<file path="config.mk">
export PLATFORM = sky130hd
export DESIGN_NAME = can_msg_object_status_idtag
export DESIGN_NICKNAME = d
export VERILOG_FILES = /design/src/can_msg_obj_pkg.sv /design/src/can_msg_object_status_idtag.sv
export VERILOG_INCLUDE_DIRS = /design/src
export SDC_FILE = /design/constraint.sdc
export NUM_CORES = 1
export LEC_CHECK = 0
export BUFFER_PORTS_ARGS = -buffer_cell sky130_fd_sc_hd__buf_2
export CORE_MARGIN = 8
export CORE_UTILIZATION = 55
export DETAILED_ROUTE_END_ITERATION = 8
export PLACE_DENSITY = 0.76
export SLEW_MARGIN = 20
export SYNTH_ARGS = -nofsm -noshare
export SYNTH_HDL_FRONTEND = slang
export SYNTH_SLANG_ARGS = --single-unit
</file>
<file path="constraint.sdc">
create_clock -name ref_clk -period 2.64 [get_ports ref_clk]
set_clock_uncertainty 0.05 [all_clocks]
set_input_delay 0.396 -clock ref_clk [delete_from_list [all_inputs] [get_ports ref_clk]]
set_output_delay 0.396 -clock ref_clk [all_outputs]
set_load 0.02 [all_outputs]
</file>
<file path="src/can_msg_obj_params.svh">
// register offsets, field positions and sizes for the message object status and tag block
`ifndef CAN_MSG_OBJ_PARAMS_SVH
`define CAN_MSG_OBJ_PARAMS_SVH
`define OFS_STATUS      8'hb2
`define OFS_TAG1        8'hbc
`define OFS_TAG2        8'hbd
`define OFS_TAG3        8'hbe
`define OFS_TAG4        8'hbf
`define BIT_LEN_WARN    7
`define BIT_TX_DONE     6
`define BIT_RX_DONE     5
`define BIT_BIT_FAULT   4
`define BIT_STUFF_FAULT 3
`define BIT_CRC_FAULT   2
`define BIT_FORM_FAULT  1
`define BIT_ACK_FAULT   0
`define BIT_RTR_TAG     2
`define BIT_RB0_TAG     0
`define NUM_OBJECTS     4
`endif

</file>
<file path="src/can_msg_obj_pkg.sv">
// types shared by the message object status and tag block
package can_msg_obj_pkg;
  // one event report from the protocol engine about a finished frame
  typedef struct packed {
    logic       valid;      // report present this cycle
    logic       is_tx;      // 1 transmit, 0 receive
    logic [3:0] obj_hits;   // objects concerned (one-hot or several)
    logic       done;       // frame finished cleanly
    logic [3:0] rx_len;     // received length code
    logic [28:0] rx_id;     // received identifier
    logic       rx_ext;     // received frame used extended format
    logic       rx_rtr;     // received remote request bit
    logic       rx_rb0;     // received reserved bit 0
  } frame_report_t;
  // raw error detections from the bit stream
  typedef struct packed {
    logic tx_active;        // node currently transmitting
    logic in_arb;           // inside arbitration field
    logic in_ack_slot;      // inside acknowledge slot
    logic in_err_frame;     // sending an error frame
    logic sent_bit;         // level driven (1 recessive)
    logic mon_bit;          // level seen on bus
    logic bit_strobe;       // sample point of one bit
    logic stuff_region;     // bit is subject to stuffing
    logic crc_mismatch;     // receiver crc compare failed
    logic form_bad;         // delimiter or end-of-frame bad
    logic ack_missing;      // no dominant in ack slot
  } bit_events_t;
  // special-function register access
  typedef struct packed {
    logic       wr;         // write strobe
    logic       rd;         // read strobe
    logic [7:0] addr;       // sfr address
    logic [7:0] wdata;      // write data
  } sfr_req_t;
endpackage : can_msg_obj_pkg

</file>
<file path="src/can_msg_object_status_idtag.sv">
// per-object status flags and identifier tags of the CAN controller
`include "can_msg_obj_params.svh"
// Overview of operation
// - set length warning on mismatched length; always store received length code
// - set transmit-done in bit 6 when enabled transmission completes
// - lowest enabled object index transmits first
// - set receive-done in bit 5 when enabled reception completes
// - matching frame updates lowest-index receiving object first
// - bit fault in bit 4 on monitored/driven mismatch while transmitting
// - no bit fault for recessive sent, dominant seen in arbitration or ack slot, nor for error-frame dominant
// - stuffing fault in bit 3 after more than five equal bits
// - checksum fault in bit 2 when receiver crc compare fails
// - format fault in bit 1 on bad delimiters or end of frame
// - acknowledge fault in bit 0 when ack slot stays recessive
// - flags stay set until software clears them; bits 6:0 may interrupt, length warning does not
// - status and tag registers have no defined reset content
// - standard id: bits 10:3 in tag 1, bits 2:0 in tag 2 7:5
// - standard: tag 3 reserved; tag 4 holds remote bit 2, rb0 bit 0
// - extended id: 28:21, 20:13, 12:5 in tags 1, 2, 3
// - extension select bit chooses 11-bit or 29-bit layout
// - page object number selects which of objects 0 to 3 is shown
module can_msg_object_status_idtag
  import can_msg_obj_pkg::*;
#(
  parameter int NOBJ = `NUM_OBJECTS
) (
  input  wire logic          ref_clk,        // 200 MHz system clock
  input  wire logic          rstn,           // synchronous reset, active low
  input  wire sfr_req_t      sfr,            // register access from the core
  input  wire logic [1:0]    object_number,  // page register object field
  input  wire logic [NOBJ-1:0] expect_ext,   // per-object extended_format_select
  input  wire logic [NOBJ*4-1:0] expect_len, // per-object expected length code
  input  wire logic [NOBJ-1:0] tx_enabled,   // objects enabled as producers
  input  wire logic          tx_ready,       // engine ready to load a frame
  input  wire frame_report_t rep,            // frame completion report
  input  wire bit_events_t   bev,            // bit level error detections
  output logic [7:0]         sfr_rdata_r,    // read data
  output logic [1:0]         tx_pick_r,      // object chosen for transmission
  output logic               tx_pick_vld_r,  // a transmit object is chosen
  output logic [NOBJ*4-1:0]  len_store_r,    // stored length codes per object
  output logic [NOBJ-1:0]    flag_irq_r      // per-object interrupt source, any of flags 6:0
);
  // ----------------------------------------------------------------
  // storage: no reset on status and tags
  // ----------------------------------------------------------------
  logic [7:0]  status_r [NOBJ];
  logic [28:0] id_r     [NOBJ];
  logic [NOBJ-1:0] rtr_r, rb0_r;
  logic [2:0]  run_r;
  logic        last_bit_r;
  logic [1:0]  tx_obj_r;                   // object owning the current transmission

  // ----------------------------------------------------------------
  // priority pickers
  // ----------------------------------------------------------------
  logic [1:0] tx_low, rx_low;
  logic       tx_any, rx_any;
  always_comb begin
    tx_low = 2'h0;
    rx_low = 2'h0;
    tx_any = 1'b0;
    rx_any = 1'b0;
    for (int i = NOBJ - 1; i >= 0; i--) begin
      if (tx_enabled[i]) begin
        tx_low = 2'(i);
        tx_any = 1'b1;
      end
      if (rep.obj_hits[i]) begin
        rx_low = 2'(i);
        rx_any = 1'b1;
      end
    end
  end

  // ----------------------------------------------------------------
  // error detection
  // ----------------------------------------------------------------
  wire bit_mismatch = bev.tx_active && bev.bit_strobe && (bev.sent_bit != bev.mon_bit);
  // recessive sent but dominant seen is legal in arbitration and ack slot
  wire exempt_arb   = (bev.in_arb || bev.in_ack_slot) && bev.sent_bit && !bev.mon_bit;
  wire exempt_err   = bev.in_err_frame && !bev.mon_bit;
  wire bit_fault    = bit_mismatch && !exempt_arb && !exempt_err;
  wire same_bit     = bev.mon_bit == last_bit_r;
  wire stuff_fault  = bev.bit_strobe && bev.stuff_region && same_bit
                      && (run_r == 3'h5);
  wire crc_fault    = bev.crc_mismatch && !bev.tx_active;
  wire form_fault   = bev.form_bad;
  wire ack_fault    = bev.ack_missing;
  wire [1:0] cur_obj = bev.tx_active ? tx_obj_r : rx_low;
  wire [7:0] err_set = {3'h0, bit_fault, stuff_fault, crc_fault, form_fault, ack_fault};

  always_ff @(posedge ref_clk) begin
    if (!rstn) begin
      run_r      <= 3'h0;
      last_bit_r <= 1'b1;
    end else if (bev.bit_strobe) begin
      last_bit_r <= bev.mon_bit;
      run_r      <= (same_bit && bev.stuff_region) ? ((run_r == 3'h5) ? 3'h1 : run_r + 3'h1)
                                                   : 3'h1;
    end
  end

  // ----------------------------------------------------------------
  // register decode
  // ----------------------------------------------------------------
  wire wr_stat = sfr.wr && sfr.addr == `OFS_STATUS;
  wire wr_t1   = sfr.wr && sfr.addr == `OFS_TAG1;
  wire wr_t2   = sfr.wr && sfr.addr == `OFS_TAG2;
  wire wr_t3   = sfr.wr && sfr.addr == `OFS_TAG3;
  wire wr_t4   = sfr.wr && sfr.addr == `OFS_TAG4;
  wire [7:0] sel_stat = status_r[object_number];
  wire [28:0] sel_id  = id_r[object_number];
  wire sel_ext        = expect_ext[object_number];
  wire [7:0] tag1 = sel_ext ? sel_id[28:21] : sel_id[10:3];
  wire [7:0] tag2 = sel_ext ? sel_id[20:13] : {sel_id[2:0], 5'h00};
  wire [7:0] tag3 = sel_ext ? sel_id[12:5] : 8'h00;
  wire [7:0] tag4 = {sel_ext ? sel_id[4:0] : 5'h00, rtr_r[object_number], 1'b0,
                     rb0_r[object_number]};
  wire [7:0] rd_mux = (sfr.addr == `OFS_STATUS) ? sel_stat :
                      (sfr.addr == `OFS_TAG1)   ? tag1 :
                      (sfr.addr == `OFS_TAG2)   ? tag2 :
                      (sfr.addr == `OFS_TAG3)   ? tag3 :
                      (sfr.addr == `OFS_TAG4)   ? tag4 : 8'h00;

  // ----------------------------------------------------------------
  // per-object flags and tags
  // ----------------------------------------------------------------
  always_ff @(posedge ref_clk) begin
    for (int i = 0; i < NOBJ; i++) begin
      logic [7:0] set_v;
      logic       page;
      set_v = 8'h00;
      page  = (object_number == 2'(i));
      if (rep.valid && rep.done && rep.is_tx && tx_obj_r == 2'(i))
        set_v[`BIT_TX_DONE] = 1'b1;
      if (rep.valid && rep.done && !rep.is_tx && rx_any && rx_low == 2'(i)) begin
        set_v[`BIT_RX_DONE] = 1'b1;
        if (rep.rx_len != expect_len[i*4 +: 4])
          set_v[`BIT_LEN_WARN] = 1'b1;
        id_r[i]  <= rep.rx_id;
        rtr_r[i] <= rep.rx_rtr;
        rb0_r[i] <= rep.rx_rb0;
      end else if (page) begin
        if (wr_t1) id_r[i] <= sel_ext ? {sfr.wdata, id_r[i][20:0]}
                                      : {id_r[i][28:11], sfr.wdata, id_r[i][2:0]};
        if (wr_t2) id_r[i] <= sel_ext ? {id_r[i][28:21], sfr.wdata, id_r[i][12:0]}
                                      : {id_r[i][28:3], sfr.wdata[7:5]};
        if (wr_t3 && sel_ext) id_r[i] <= {id_r[i][28:13], sfr.wdata, id_r[i][4:0]};
        if (wr_t4) begin
          rtr_r[i] <= sfr.wdata[`BIT_RTR_TAG];
          rb0_r[i] <= sfr.wdata[`BIT_RB0_TAG];
        end
      end
      if (cur_obj == 2'(i) && (bev.tx_active || rx_any))
        set_v = set_v | err_set;
      // set wins over a software write in the same cycle
      if (wr_stat && page)
        status_r[i] <= sfr.wdata | set_v;
      else
        status_r[i] <= status_r[i] | set_v;
    end
  end

  // ----------------------------------------------------------------
  // outputs
  // ----------------------------------------------------------------
  always_ff @(posedge ref_clk) begin
    if (!rstn) begin
      sfr_rdata_r   <= 8'h00;
      tx_pick_r     <= 2'h0;
      tx_pick_vld_r <= 1'b0;
      tx_obj_r      <= 2'h0;
      len_store_r   <= '0;
      flag_irq_r    <= '0;
    end else begin
      sfr_rdata_r   <= sfr.rd ? rd_mux : sfr_rdata_r;
      tx_pick_vld_r <= tx_ready && tx_any;
      if (tx_ready && tx_any) begin
        tx_pick_r <= tx_low;
        tx_obj_r  <= tx_low;
      end
      if (rep.valid && !rep.is_tx && rx_any)
        len_store_r[rx_low*4 +: 4] <= rep.rx_len;
      for (int i = 0; i < NOBJ; i++)
        flag_irq_r[i] <= |status_r[i][6:0];
    end
  end

  // ----------------------------------------------------------------
  // checks
  // ----------------------------------------------------------------
  // limitation: errors with no transmission and no receive hit belong to
  // no object and are dropped, since no status register could own them
  a_len_store: assert property (@(posedge ref_clk) disable iff (!rstn)
    (rep.valid && !rep.is_tx && rx_any) |=> len_store_r[$past(rx_low)*4 +: 4] == $past(rep.rx_len))
    else $error("length code not stored");
  a_tx_lowest: assert property (@(posedge ref_clk) disable iff (!rstn)
    (tx_ready && tx_enabled[0]) |=> tx_pick_r == 2'h0 && tx_pick_vld_r)
    else $error("object 0 not served first");
  // error flags are checked on the object that owned the frame, not on the
  // paged one, so a page change by software cannot hide a missing set
  a_stuff_flag: assert property (@(posedge ref_clk) disable iff (!rstn)
    (stuff_fault && (bev.tx_active || rx_any))
      |=> status_r[$past(cur_obj)][`BIT_STUFF_FAULT])
    else $error("stuffing fault not flagged");

  a_tx_done_set: assert property (@(posedge ref_clk) disable iff (!rstn)
    (rep.valid && rep.done && rep.is_tx)
      |=> status_r[$past(tx_obj_r)][`BIT_TX_DONE])
    else $error("transmit done not flagged");

  a_rx_done_set: assert property (@(posedge ref_clk) disable iff (!rstn)
    (rep.valid && rep.done && !rep.is_tx && rx_any)
      |=> status_r[$past(rx_low)][`BIT_RX_DONE])
    else $error("receive done not flagged");

  a_len_warn_set: assert property (@(posedge ref_clk) disable iff (!rstn)
    (rep.valid && rep.done && !rep.is_tx && rx_any
      && rep.rx_len != expect_len[rx_low*4 +: 4])
      |=> status_r[$past(rx_low)][`BIT_LEN_WARN])
    else $error("length warning not flagged");

  a_rx_lowest: assert property (@(posedge ref_clk) disable iff (!rstn)
    (rep.valid && !rep.is_tx && rep.obj_hits[0])
      |=> len_store_r[3:0] == $past(rep.rx_len))
    else $error("object 0 not updated first");

  a_bit_fault_set: assert property (@(posedge ref_clk) disable iff (!rstn)
    bit_fault |=> status_r[$past(tx_obj_r)][`BIT_BIT_FAULT])
    else $error("bit fault not flagged");

  a_err_exempt: assert property (@(posedge ref_clk) disable iff (!rstn)
    (bev.in_err_frame && !bev.mon_bit) |-> !bit_fault)
    else $error("bit fault during error frame");

  a_crc_set: assert property (@(posedge ref_clk) disable iff (!rstn)
    (crc_fault && rx_any) |=> status_r[$past(rx_low)][`BIT_CRC_FAULT])
    else $error("checksum fault not flagged");

  a_form_set: assert property (@(posedge ref_clk) disable iff (!rstn)
    (form_fault && (bev.tx_active || rx_any))
      |=> status_r[$past(cur_obj)][`BIT_FORM_FAULT])
    else $error("format fault not flagged");

  a_ack_set: assert property (@(posedge ref_clk) disable iff (!rstn)
    (ack_fault && (bev.tx_active || rx_any))
      |=> status_r[$past(cur_obj)][`BIT_ACK_FAULT])
    else $error("acknowledge fault not flagged");

  a_pick_valid: assert property (@(posedge ref_clk) disable iff (!rstn)
    (tx_ready && tx_any) |=> tx_pick_vld_r)
    else $error("transmit pick not reported");

  a_page_read: assert property (@(posedge ref_clk) disable iff (!rstn)
    (sfr.rd && sfr.addr == `OFS_STATUS) |=> sfr_rdata_r == $past(sel_stat))
    else $error("paged status not read back");
  a_arb_exempt: assert property (@(posedge ref_clk) disable iff (!rstn)
    (bev.in_arb && bev.sent_bit && !bev.mon_bit) |-> !bit_fault)
    else $error("bit fault in arbitration");
  a_flag_sticky: assert property (@(posedge ref_clk) disable iff (!rstn)
    (status_r[1][`BIT_ACK_FAULT] && !(wr_stat && object_number == 2'h1))
      |=> status_r[1][`BIT_ACK_FAULT])
    else $error("flag lost without clear");
endmodule : can_msg_object_status_idtag

</file>
# Word-level counts from Yosys, hierarchy flattened
# Memories as Yosys holds them, arrays and structs flattened.
# Index checks and enable logic that the tools add are counted.
dict set report word_totals {
  ff_bits 43
  ram_bits 148
  input_bits 101
  out_inout_bits 31
  elab_cells 462
  memories 2
}
# name depth word_bits rd rd_clocked_by_memory_dff write_ports line_no
set mem_list {}
lappend mem_list {id_r 4 29 1 0 4 can_msg_object_status_idtag.sv:47} ;# logic [28:0] id_r [NOBJ];
lappend mem_list {status_r 4 8 5 0 4 can_msg_object_status_idtag.sv:46} ;# logic [7:0] status_r [NOBJ];
dict set report op_classes {
  n_addsub 2
  order_cmp 1
  n_eq_ne 64
  n_shift 2
  muxes 200
  bitwise 76
  n_reduce_logical 100
}
# operator n
set op_table {}
lappend op_table {{8-bit 2-to-1 mux} 44}
lappend op_table {{29-bit 2-to-1 mux} 4}
lappend op_table {{1-bit 2-to-1 mux} 100}
lappend op_table {{21-bit 2-to-1 mux} 4}
lappend op_table {{1-bit bitwise OR} 64}
lappend op_table {{8-bit bitwise OR} 8}
lappend op_table {{2-bit AND reduction} 28}
lappend op_table {{2-bit 2-to-1 mux} 21}
lappend op_table {{3-bit 2-to-1 mux} 14}
lappend op_table {{1-bit logical AND} 41}
lappend op_table {{8-bit equality test, second input constant} 5}
lappend op_table {{10-bit 2-to-1 mux} 4}
lappend op_table {{4-bit negation with 34-bit output} 1}
lappend op_table {{4-bit by 34-bit variable shift with 16-bit output, first input constant} 1}
lappend op_table {{4-bit by 34-bit indexed part select with 16-bit output} 1}
lappend op_table {{1-bit != test, second input constant} 32}
lappend op_table {{8-bit by 5-bit bitwise OR with 8-bit output} 4}
lappend op_table {{7-bit OR reduction} 4}
lappend op_table {{6-bit 2-to-1 mux} 4}
lappend op_table {{3-bit AND reduction} 8}
lappend op_table {{16-bit bitwise mux} 1}
lappend op_table {{2-bit equality test, second input constant} 8}
lappend op_table {{4-bit != test} 4}
lappend op_table {{2-bit nonzero test} 8}
lappend op_table {{other kinds (12)} 32}

# Depth between registers and ports, before layout
dict set report logic_depth {
  depth_word 12
  mapped_depth 8
}

# Worst setup path before layout
# OpenSTA, ideal clock, no wires.
dict set report synth_path {
  kind {input to register}
  startpoint {in rep[37] in the netlist's numbering}
  endpoint {mem id_r[3][10], enable pin}
  setup_time_ns 0.322
  arrival_time_ns 1.869
  t_required_ns 2.268
  path_slack_ns 0.399
  path_stages 7
  path_buffers 2
  cell_sequence {buf_2 > nor2_1 > and3_1 > clkbuf_1 > nand2_1 > o21ai_0 > nand2b_1}
}
# element line_no
set synth_rtl {}
lappend synth_rtl {{start: declaration} can_msg_object_status_idtag.sv:35} ;# input wire frame_report_t rep,
lappend synth_rtl {{end: declaration} can_msg_object_status_idtag.sv:47}

==> summary.md <==
| Metric | Value |
|---|---|
| Final core utilization | 64.2% |
| Drt pass-1 iters | 5 |
| Clock slew at the register clock pins of the worst setup and hold paths | 80 ps |
| Multi-input logic area | 4960 sq um |
| Min-Delay Path Class | in2reg |
| Die area | 23,600 sq um |
| Post-Syn Nets | 970 |
| Slew margin rel. | 57.8% |
| DP HPWL | 20,600 um |
| DR vias/cell | 6.28 |
| LEAKAGE | 4.84 nW |
| H-Tree Depth | 4 |
| Tightest Pin Transition | 631 ps |
| Layout cell share with drive strength beyond 1 | 34.4% |
| YS warnings | 0 |
| Total track usage | 24.3% |
| Leading cell types by count after synthesis | edfxtp_1 (124), nand2_1 (77), dfxtp_1 (67), nor2_1 (60), mux2_2 (57) |
| Fmax | 0.435 GHz |
| Initial antenna violation count | 2 |
| Final hold viol count | 0 |
| Pwr dens | 569 nW/um^2 |
| WL/cell | 23.0 um |
| Die boundary height | 154 um |
| Synth top area cells | edfxtp_1 (36%), dfxtp_1 (13%), mux4_2 (8.9%), mux2_2 (6.2%), mux2i_1 (4.3%) |
| Hold Buf Count CTS | 0 |
| CTS buffer count | 17 |
| Cell with the most instances after synthesis | edfxtp_1 |
| WL final | 28,600 um |
| Vias | 7,798 |
| Syn Inst Count | 869 |
| CP max-delay cell | mux4_2 |
| Clk Latency, worst-skew pair | 440 ps |
| Top FF cell, synth | edfxtp_1 |
| 1st-iter DRT viols | 767 |
| Placer Congestion | 0.923 |
| Maxcap violations | 0 |
| Post-synth top area cell | edfxtp_1 |
| CP Launch Type | primary input |
| Avg Cell Area, Syn | 12.0 sq um |
| Crit-path cells | buf_2, mux4_2, and2_1, nand3_1, o21ai_0, buf_4, nand2b_1 |
| Fin. max-slew vios | 0 |
| Share of the synthesized area in the top cell type | 35.8% |
| WHS | 141 ps |
| Area Growth Syn to Fin | 15.0% |
| Core Footprint | 18,600 sq um |
| FF+latch area | 5060 sq um |
| Yosys reg bits | 191 |
| Antenna-violating nets left | 0 |
| Final worst path period share | 87.0% |
| Worst-case vdd ir drop | 0.483 mV |
| CP peak stage delay | 420 ps |
| Gates resized, CTS repair | 0 |
| CP max FO | 6 |
| Worst EP arrival | 2370 ps |
| Unrepaired setup endpoints after global routing | no |
| Post-synth EDFFs | 124 |
| CTS tree | done |
| First-pass GRT wire length | 44,400 um |
| # Post-CTS Setup Buffers | 0 |
| Clock sink count | 191 |
| Async S/R FF share, synth | 0% |
| Nets | 1,095 |
| Syn Std Cell Area | 10,400 sq um |
| Largest net degree at the start of global routing | 38 |
| Vias in the first global route | 7,864 |
| Clock Tree Buf Depth | 2 |
| Number of remaining DRC errors | 0 |
| I/O Buffers | 130 |
| Critical path required time | 2710 ps |
| Fill cells | 1,449 |
| Kind of critical path | in2reg |
| I/O pin total | 132 |
| Final Critical Period | 2300 ps |
| Die X | 154 um |
| Starting density of the core | 55.9% |
| Site Rows | 50 |
| Distinct cell type count of the synthesized netlist | 66 |
| Share of the yosys chip area belonging to registers | 48.6% |
| Status | finished, final reports clean |
| Endpoints failing setup | 0 |
| Crit end category | flip-flop |
| GRT overflow | 0 |
| CTS root buf | clkbuf_16 |
where the power goes:
part / leakage, nW / switching, W / internal [W] / total (W)
sequential: 1.67 / 0.0000806 / 0.00331 / 0.00339
clock: 0.299 / 0.00121 / 0.00138 / 0.00260
combinational: 2.87 / 0.000452 / 0.000375 / 0.000827
total: 4.84 / 0.00175 / 0.00506 / 0.00681
per-layer routing:
| metal | GRT usage, % | vias up | wire length (um) |
|---|---|---|---|
| li1 | - | 3536 | - |
| met1 | 31.8 | 3814 | 11600 |
| met3 | 5.89 | 63 | 2860 |
| met5 | 0 | - | 13 |
| met2 | 38.4 | 383 | 13400 |
| met4 | 9.75 | 2 | 768 |
placed cells by master, fill, tap and decap left out, types with 19 or more instances in the layout:
cell type / n
mux2_1: 34
o21ai_0: 32
nand2_1: 77
buf_4: 39
clkbuf_16: 19
nand3_1: 32
nor2_1: 60
dfxtp_1: 67
mux2i_1: 45
mux2_2: 57
a21oi_1: 23
buf_2: 130
mux4_2: 41
edfxtp_1: 124
per-stage QoR:
step | instance area (sq um) | setup TNS (ps) | cells | total power (W) | setup WS, ps
floorplan | 10400 | 0 | 869 | 0.00395 | 399
global placement | 11400 | -146 | 1209 | 0.00424 | -24.6
detailed placement | 11400 | -48.6 | 1209 | 0.00426 | -8.34
CTS | 12000 | 0 | 1241 | 0.00682 | 439
global route | 12000 | 0 | 1242 | 0.00702 | 259
finish | 12000 | 0 | 1242 | 0.00681 | 344
worst paths after layout:
check,from,end,slack [ps],depth (start not counted)
max,object_number[0],id_r[3][6]$_DFFE_PP_,340,7
min,tx_enabled[2],tx_pick_vld_r$_SDFF_PN0_,140,3
max reg2reg,id_r[2][9]$_DFFE_PP_,sfr_rdata_r[4]$_SDFFE_PN0P_,830,5
min reg2reg,len_store_r[1]$_SDFFE_PN0P_,len_store_r[1]$_SDFFE_PN0P_,420,2
layout make-up:
class,count,share of cell area [%]
antenna,1,0.0209
sequential,191,42.3
inverter,13,0.449
clock buffer,20,4.09
clock inverter,12,0.899
multi-input combinational,599,41.4
timing repair buffer,172,8.38
tap,234,2.45
sequential cells by signal, indices dropped and copies added, names as in the netlist:
name	flops
flag_irq_r	4
id_r	116
last_bit_r	1
len_store_r	16
rb0_r	4
rtr_r	4
run_r	3
sfr_rdata_r	8
status_r	32
tx_obj_r	2
tx_pick_vld_r	1
cell families after synthesis:
kind of cell | after synthesis | share of synthesized area, %
simple gates | 266 | 13.4
mux | 192 | 25.2
flops | 191 | 48.6
compound gates | 124 | 7.62
buf+inv | 79 | 3.76
xor+xnor | 17 | 1.43
critical path, delay by kind of cell:
family / cells / cell delay (ps)
buffers and inverters: 2 / 350
AOI/OAI and AO/OA: 1 / 420
muxes: 1 / 420
and+or+nand+nor: 3 / 780
No activity file was read; power rests on OpenSTA's default activity.
